File: src/inc/dcwd_regs.svh
/*
 * Register map, reset values, field positions and timing figures of the
 * drive command word decoder. Included by bare name wherever needed.
 */
`ifndef DCWD_REGS_SVH
`define DCWD_REGS_SVH

// Byte offsets on the APB bus
`define DCWD_OFS_CMD_WORD     12'h000
`define DCWD_OFS_PROFILE      12'h004
`define DCWD_OFS_STATUS       12'h008
`define DCWD_OFS_COIL         12'h00C

// Reset values; an all-zero word means coast, which is the safe state
`define DCWD_RST_CMD_WORD     16'h0000
`define DCWD_RST_PROFILE      16'h0000
`define DCWD_RST_COIL         1'h0

// Command word field positions
`define DCWD_BIT_PRESET_LO    0
`define DCWD_BIT_PRESET_HI    1
`define DCWD_BIT_RESERVED_A   2
`define DCWD_BIT_COAST_N      3
`define DCWD_BIT_QSTOP_N      4
`define DCWD_BIT_HOLD_N       5
`define DCWD_BIT_START        6
`define DCWD_BIT_FAULT_ACK    7
`define DCWD_BIT_JOG          8
`define DCWD_BIT_RAMP2        9
`define DCWD_BIT_DATA_VALID   10
`define DCWD_BIT_RESERVED_B   11
`define DCWD_BIT_USER_LO      12
`define DCWD_BIT_USER_HI      15

// Status field positions
`define DCWD_ST_BUS_CONTROL   0
`define DCWD_ST_FAULT         1
`define DCWD_ST_ACK_SEEN      2

// Response time limit per variable and the same figure in 100 MHz cycles
`define DCWD_CLK_MHZ          100
`define DCWD_RESP_MAX_MS      5
`define DCWD_RESP_MAX_CYC     (`DCWD_RESP_MAX_MS * 1000 * `DCWD_CLK_MHZ)

`endif

File: src/inc/dcwd_pkg.sv
/*
 * Types of the drive command word decoder.
 * Assumes nothing beyond a SystemVerilog compiler.
 */
package dcwd_pkg;

   typedef struct packed {
      logic [1:0] preset_sel;
      logic       coast;
      logic       quick_stop;
      logic       hold;
      logic       run_enable;
      logic       jog;
      logic       ramp2;
      logic [3:0] user_bits;
   } dcwd_cmd_s;

   typedef struct packed {
      logic       fault_active;
      logic       cond_clear;
      logic       prereq_done;
   } dcwd_fault_in_s;

endpackage : dcwd_pkg

File: src/hw/dcwd_top.sv
/*
 * Drive command word decoder: APB slave holding the command word, the
 * profile holding register, a status input register and one coil, plus
 * the level decoding of the command word into drive commands.
 * Assumes one 100 MHz clock, synchronous active-high reset, and fault
 * inputs that arrive asynchronously from the drive core.
 */
// The implementer's own choices: the APB register port and the placing of the registers.
// Functional notes
// RULE1 - Bits 1:0 select preset reference one to four.
// RULE2 - Client keeps bit 2 at zero; it is stored but decodes nothing.
// RULE3 - Bit 3 low coasts the motor immediately.
// RULE4 - Bit 4 low requests quick stop on the quick-stop ramp.
// RULE5 - Bit 5 low holds the present output frequency.
// RULE6 - Bit 6 high permits start; low stops on normal ramp.
// RULE7 - Fault acknowledge only on a zero-to-one change of bit 7.
// RULE8 - Acknowledge accepted only when fault cause gone and prerequisites done.
// RULE9 - Bit 8 high runs at jog speed.
// RULE10 - Bit 9 selects ramp set two, else ramp set one.
// RULE11 - Bit 10 high makes new process data take effect.
// RULE12 - Bit 10 low keeps the data last taken while valid.
// RULE13 - Commands follow bit levels only, no sequencing machine.
// RULE14 - Bit 11 reserved; bits 15:12 go to user functions.
// RULE15 - Profile selectable by writing holding register one.
// RULE16 - Coil is one-bit RW, input register RO, holding registers RW.
// RULE17 - Every access answered well within five milliseconds.
// RULE18 - Each bus request is a separate independent transaction.
// RULE19 - Word latched on accepted write; outputs hold until next write.
`timescale 1ns/1ps
`include "dcwd_regs.svh"

module dcwd_top (
   input  wire logic               ref_clk,
   input  wire logic               rst,
   input  wire logic               psel,
   input  wire logic               penable,
   input  wire logic               pwrite,
   input  wire logic [11:0]        paddr,
   input  wire logic [31:0]        pwdata,
   input  wire logic [3:0]         pstrb,
   output logic      [31:0]        prdata,
   output logic                    pready,
   output logic                    pslverr,
   input  wire dcwd_pkg::dcwd_fault_in_s fault_in,
   output dcwd_pkg::dcwd_cmd_s     cmd,
   output logic                    bus_control,
   output logic                    fault_ack,
   output logic      [15:0]        profile_sel,
   output logic                    coil_out
);

   logic [15:0]          word_q;
   logic [15:0]          word_d;
   logic [15:0]          active_q;
   logic [15:0]          active_d;
   logic [15:0]          profile_q;
   logic                 coil_q;
   logic                 ack_seen_q;
   logic [31:0]          prdata_q;
   logic                 pready_q;
   logic                 pslverr_q;
   logic                 fault_ack_q;
   dcwd_pkg::dcwd_cmd_s  cmd_q;
   dcwd_pkg::dcwd_fault_in_s fin_meta_q;
   dcwd_pkg::dcwd_fault_in_s fin_sync_q;
   logic                 bus_control_q;
   logic                 setup;
   logic                 access;
   logic                 wr_cmd;
   logic                 mapped;
   logic                 ro_write;
   logic                 ack_edge;

   // Answer is prepared in setup; writes land only at the completing edge
   assign setup    = psel && !penable;   // RULE18
   assign access   = psel && penable && pready_q;
   assign mapped   = (paddr == `DCWD_OFS_CMD_WORD) || (paddr == `DCWD_OFS_PROFILE) ||
                     (paddr == `DCWD_OFS_STATUS) || (paddr == `DCWD_OFS_COIL);
   assign ro_write = pwrite && (paddr == `DCWD_OFS_STATUS);   // RULE16
   assign wr_cmd   = access && pwrite && (paddr == `DCWD_OFS_CMD_WORD) && pstrb[0] && pstrb[1];

   // Partial writes to the command word are dropped without pslverr to avoid torn commands
   always_comb begin
      word_d = pwdata[15:0];
      if (!wr_cmd) begin
         word_d = word_q;
      end
   end

   // Data is taken only while the valid bit of the new word is set
   always_comb begin
      active_d = active_q;   // RULE12
      if (wr_cmd && word_d[`DCWD_BIT_DATA_VALID]) begin
         active_d = word_d;   // RULE11
      end
   end

   // Edge seen on taken data only; stale words cannot acknowledge
   assign ack_edge = wr_cmd && word_d[`DCWD_BIT_DATA_VALID] &&
                     word_d[`DCWD_BIT_FAULT_ACK] && !active_q[`DCWD_BIT_FAULT_ACK];   // RULE7

   // Fault inputs come from the drive core domain
   always_ff @(posedge ref_clk) begin
      if (rst) begin
         fin_meta_q <= '0;
         fin_sync_q <= '0;
      end else begin
         fin_meta_q <= fault_in;
         fin_sync_q <= fin_meta_q;
      end
   end

   // Bus answer stage
   always_ff @(posedge ref_clk) begin
      if (rst) begin
         pready_q  <= 1'b0;
         pslverr_q <= 1'b0;
         prdata_q  <= 32'h00000000;
      end else begin
         pready_q  <= setup;   // RULE17
         pslverr_q <= setup && (!mapped || ro_write);
         prdata_q  <= 32'h00000000;
         if (setup && !pwrite) begin
            case (paddr)
               `DCWD_OFS_CMD_WORD: prdata_q <= {16'h0000, word_q};
               `DCWD_OFS_PROFILE:  prdata_q <= {16'h0000, profile_q};
               `DCWD_OFS_STATUS: begin
                  prdata_q[`DCWD_ST_BUS_CONTROL] <= word_q[`DCWD_BIT_DATA_VALID];
                  prdata_q[`DCWD_ST_FAULT]       <= fin_sync_q.fault_active;
                  prdata_q[`DCWD_ST_ACK_SEEN]    <= ack_seen_q;
               end
               `DCWD_OFS_COIL:     prdata_q <= {31'h00000000, coil_q};
               default:            prdata_q <= 32'h00000000;
            endcase
         end
      end
   end

   // Command word storage
   always_ff @(posedge ref_clk) begin
      if (rst) begin
         word_q        <= `DCWD_RST_CMD_WORD;
         active_q      <= `DCWD_RST_CMD_WORD;
         bus_control_q <= 1'b0;
      end else begin
         word_q   <= word_d;     // RULE19
         active_q <= active_d;
         if (wr_cmd) begin
            bus_control_q <= word_d[`DCWD_BIT_DATA_VALID];   // RULE11
         end
      end
   end

   // Level decode of the taken word; no sequence state
   always_ff @(posedge ref_clk) begin
      if (rst) begin
         cmd_q <= '0;
         cmd_q.coast      <= 1'b1;
         cmd_q.quick_stop <= 1'b1;
         cmd_q.hold       <= 1'b1;
      end else begin
         cmd_q.preset_sel <= active_d[`DCWD_BIT_PRESET_HI:`DCWD_BIT_PRESET_LO];   // RULE1 RULE13
         cmd_q.coast      <= !active_d[`DCWD_BIT_COAST_N];   // RULE3
         cmd_q.quick_stop <= !active_d[`DCWD_BIT_QSTOP_N];   // RULE4
         cmd_q.hold       <= !active_d[`DCWD_BIT_HOLD_N];    // RULE5
         cmd_q.run_enable <= active_d[`DCWD_BIT_START];      // RULE6
         cmd_q.jog        <= active_d[`DCWD_BIT_JOG];        // RULE9
         cmd_q.ramp2      <= active_d[`DCWD_BIT_RAMP2];      // RULE10
         cmd_q.user_bits  <= active_d[`DCWD_BIT_USER_HI:`DCWD_BIT_USER_LO];   // RULE14
      end
   end

   // Acknowledge pulse, gated by cleared cause and completed prerequisites
   always_ff @(posedge ref_clk) begin
      if (rst) begin
         fault_ack_q <= 1'b0;
         ack_seen_q  <= 1'b0;
      end else begin
         fault_ack_q <= ack_edge && fin_sync_q.cond_clear && fin_sync_q.prereq_done;   // RULE8
         if (ack_edge && fin_sync_q.cond_clear && fin_sync_q.prereq_done) begin
            ack_seen_q <= 1'b1;
         end else if (wr_cmd && !word_d[`DCWD_BIT_FAULT_ACK]) begin
            ack_seen_q <= 1'b0;
         end
      end
   end

   // Profile holding register and the coil
   always_ff @(posedge ref_clk) begin
      if (rst) begin
         profile_q <= `DCWD_RST_PROFILE;
         coil_q    <= `DCWD_RST_COIL;
      end else if (access && pwrite) begin
         if (paddr == `DCWD_OFS_PROFILE) begin
            if (pstrb[0]) profile_q[7:0]  <= pwdata[7:0];   // RULE15
            if (pstrb[1]) profile_q[15:8] <= pwdata[15:8];
         end
         if (paddr == `DCWD_OFS_COIL && pstrb[0]) begin
            coil_q <= pwdata[0];   // RULE16
         end
      end
   end

   assign prdata      = prdata_q;
   assign pready      = pready_q;
   assign pslverr     = pslverr_q;
   assign cmd         = cmd_q;
   assign bus_control = bus_control_q;
   assign fault_ack   = fault_ack_q;
   assign profile_sel = profile_q;
   assign coil_out    = coil_q;

endmodule : dcwd_top

File: config.mk
export PLATFORM = sky130hd
export DESIGN_NAME = dcwd_top
export DESIGN_NICKNAME = d
export VERILOG_FILES = /design/src/inc/dcwd_pkg.sv /design/src/hw/dcwd_top.sv
export VERILOG_INCLUDE_DIRS = /design/src /design/src/inc
export SDC_FILE = /design/constraint.sdc
export NUM_CORES = 1
export LEC_CHECK = 0
export BUFFER_PORTS_ARGS = -buffer_cell sky130_fd_sc_hd__buf_4
export CAP_MARGIN = 20
export CORE_AREA = 2 2 99 101
export CTS_CLUSTER_DIAMETER = 150
export CTS_CLUSTER_SIZE = 40
export DETAILED_ROUTE_END_ITERATION = 6
export DIE_AREA = 0 0 101 103
export PLACE_DENSITY = 0.63
export SYNTH_ARGS = -nofsm -noshare
export SYNTH_HDL_FRONTEND = slang
export SYNTH_SLANG_ARGS = --single-unit
File: constraint.sdc
create_clock -name ref_clk -period 2.2 [get_ports ref_clk]
set_clock_uncertainty 0.1 [all_clocks]
set_input_delay 0.55 -clock ref_clk [delete_from_list [all_inputs] [get_ports ref_clk]]
set_output_delay 0.55 -clock ref_clk [all_outputs]
set_load 0.05 [all_outputs]
==> flow_metrics.py <==
metrics = {
    "floorplanning": {
        "die-area_mm2": 0.0104,
        "die_y_um": 103,
        "core_area_mm2": 0.00946,
        "start_util": 0.337,
        "ios": 121,
        "die_width_um": 101,
        "rows": 36,
    },
    "pwr": {
        "combPwrFrac": 0.075,
        "cellPowerDensity_mw_per_mm2": 667,
        "p_sw_mw": 0.624,
        "worst_ir_drop_vdd_uv": 233,
        "clkPwrFrac": 0.418,
        "power_leakage_nw": 1.87,
        "power.internal_mw": 2.10,
        "p_sw_frac": 0.229,
        "total_power_mw": 2.73,
        "seq_power_share": 0.507,
    },
    "routing": {
        "routed_wl_mm": 7.40,
        "drcViolationCount": 0,
        "viasPerCell": 4.66,
        "drtPass1Iterations": 4,
        "detail_route.wl_per_cell_um": 14.0,
        "vias": 2454,
        "detail-route-antenna-nets": 0,
        "drtIter0Drc": 56,
    },
    "cells_and_area": {
        "drive_above_1_share": 0.310,
        "final_core_util": 0.432,
        "n_antenna_cell": 0,
        "synthToLayoutAreaGrowth_pct": 27.9,
        "fin_nets": 464,
        "fin_cells": 527,
        "final_area_mm2": 0.00408,
        "num-fill-cells": 947,
    },
    "synthesis": {
        "yosysWarnings": 0,
        "synth.largest_area_cell": "dfxtp_1",
        "synthCells": 326,
        "yosysUniqueCellTypes": 32,
        "synth_area_leaders": "dfxtp_1, mux2i_1, nand2b_1",
        "yosysTopAreaCellShare": 0.477,
        "ys_ff_latch": 76,
        "avgSynthCellArea_um2": 9.79,
        "synth_edf_count": 0,
        "synthFlopType": "dfxtp_1",
        "synth_most_common_cell": "dfxtp_1",
        "netlist_area_mm2": 0.00319,
        "synth-seq-area-share": 0.477,
        "synth_common_cells": "dfxtp_1, nand2b_1, mux2i_1",
        "async_flop_share": 0,
    },
    "sta": {
        "whs_ns": 0.324,
        "setup_viol": 0,
        "slew_headroom": 0.602,
        "fin_crit_ns": 1.87,
        "rsz0062_at_grt": "false",
        "finalWorstSetupSlack_ns": 0.334,
        "final.period_utilization": 0.848,
        "worst-slew-pin-transition_ns": 0.597,
        "hold_violations": 0,
        "drv_slew": 0,
        "finalSetupTns_ns": 0,
        "fmax_mhz": 536,
    },
    "worst_setup_path": {
        "slowest_stage": "or3_1",
        "required_ns": 2.30,
        "max_stage_delay_ns": 0.67,
        "crit_arrival_ns": 1.96,
        "critPathLaunchType": "register",
        "crit_type": "register to register",
        "endpoint_kind": "register",
        "crit_buf_inv": 0,
        "cp_max_fo": 17,
        "path_cells": "nand4_2, or3_1, o21ai_0, a21oi_1",
        "crit_family": "simple AND/OR/NAND/NOR gates",
    },
    "placement": {
        "globalplace.congestion": 0.730,
        "post_dp_cell_area_mm2": 0.00386,
        "io_buffers": 86,
        "place_ws_ns": 0.0713,
        "placed_cells": 511,
        "hpwl_mm": 5.29,
    },
    "flow_run": {
        "drv_cap": 0,
    },
    "grt": {
        "gr-usage-all-layers": 0.141,
        "grt_pass1_wl_mm": 11.3,
        "first_global_vias": 2271,
        "antenna_found_initial": 0,
        "gr-total-overflow": 0,
        "grt_max_degree": 71,
    },
    "clock_tree": {
        "cts_sinks": 76,
        "cts_root_buf": "clkbuf_8",
        "h-tree-depth": 3,
        "cts_buffer_depth": 2,
        "post-cts-setup-buffers": 0,
        "cts_tree": "done",
        "cts_buffers": 9,
        "clk_latency_ns": 0.33,
        "cts_hold_buf": 0,
        "cts.clk_slew.worst_paths_ns": 0.08,
        "cts-resized-gates": 0,
    },
    "run_status": {
        "status": "finished clean",
    },
    "hold_path": {
        "hold_class": "primary input to register",
    },
}
## final cells by class
| type | instances | area, µm² | share of cell area |
|---|---|---|---|
| Inverter | 2 | 7.51 | 0.00184 |
| Multi-Input combinational cell | 220 | 1450 | 0.354 |
| Tap cell | 114 | 143 | 0.0349 |
| Clock buffer | 13 | 179 | 0.0438 |
| Timing Repair Buffer | 99 | 743 | 0.182 |
| Sequential cell | 76 | 1520 | 0.373 |
| Clock inverter | 3 | 42.5 | 0.0104 |
## worst reg2reg max path: cells and delay by family, from the launching register on
family,cells,cell delay (ns)
AND/OR/NAND/NOR,2,0.89
flip-flops,1,0.38
AO/OA/AOI/OAI,2,0.37
## routing by layer
metal	wire length, µm	share of wire	global-route usage
met2	3480	0.47	0.239
met3	366	0.049	0.0325
met4	98	0.013	0.0530
met1	3460	0.47	0.176
met5	0	0	0
## path summary, 6_finish.rpt
kind / from / end / slack [ns] / depth (start not counted)
setup / recovery: pready / word_q[14] / 0.33 / 4
hold / removal: fault_in[2] / fin_meta_q[2] / 0.32 / 2
setup reg to reg: pready / word_q[14] / 0.33 / 4
hold reg to reg: fin_meta_q[2] / fin_sync_q[2] / 0.34 / 1
## cell usage in the layout, fill, tap and decap left out, types with 2 or more instances in the layout
| cell | n |
|---|---|
| a21oi_1 | 19 |
| and3_1 | 2 |
| and4_1 | 2 |
| buf_4 | 99 |
| clkbuf_8 | 13 |
| conb_1 | 16 |
| dfxtp_1 | 76 |
| inv_1 | 2 |
| mux2_2 | 4 |
| mux2i_1 | 43 |
| nand2_1 | 6 |
| nand2_2 | 2 |
| nand2b_1 | 44 |
| nand3_1 | 18 |
| nand4_1 | 2 |
| nor2_1 | 23 |
| nor2b_1 | 9 |
| nor3_1 | 2 |
| nor4_2 | 2 |
| o21ai_0 | 17 |
## flip-flops by register name, summed over array words and instances, names as in the netlist, 3 cells and up
register,flops
prdata,16
active_q,13
fin_sync_q,3
profile_sel,16
cmd,3
fin_meta_q,3
word_q,16
## cells by family (layout without fill, tap and decap cells)
| family | after synthesis | after routing | share of synthesized area |
|---|---|---|---|
| muxes | 48 | 48 | 0.156 |
| AOI/OAI and AO/OA | 38 | 38 | 0.0619 |
| buffers and inverters | 45 | 117 | 0.0874 |
| DFF | 76 | 76 | 0.477 |
| other | 1 | 16 | 0.00117 |
| and+or+nand+nor | 118 | 118 | 0.217 |
## power groups by stage
stage,clock network [mW],registers [mW],logic [mW]
finish,1.14,1.38,0.203
global route,1.22,1.38,0.217
CTS,1.17,1.38,0.204
detailed placement,0,1.41,0.204
global placement,0,1.41,0.202
floorplan,0,1.42,0.142
(Power assumes the default switching activity.)
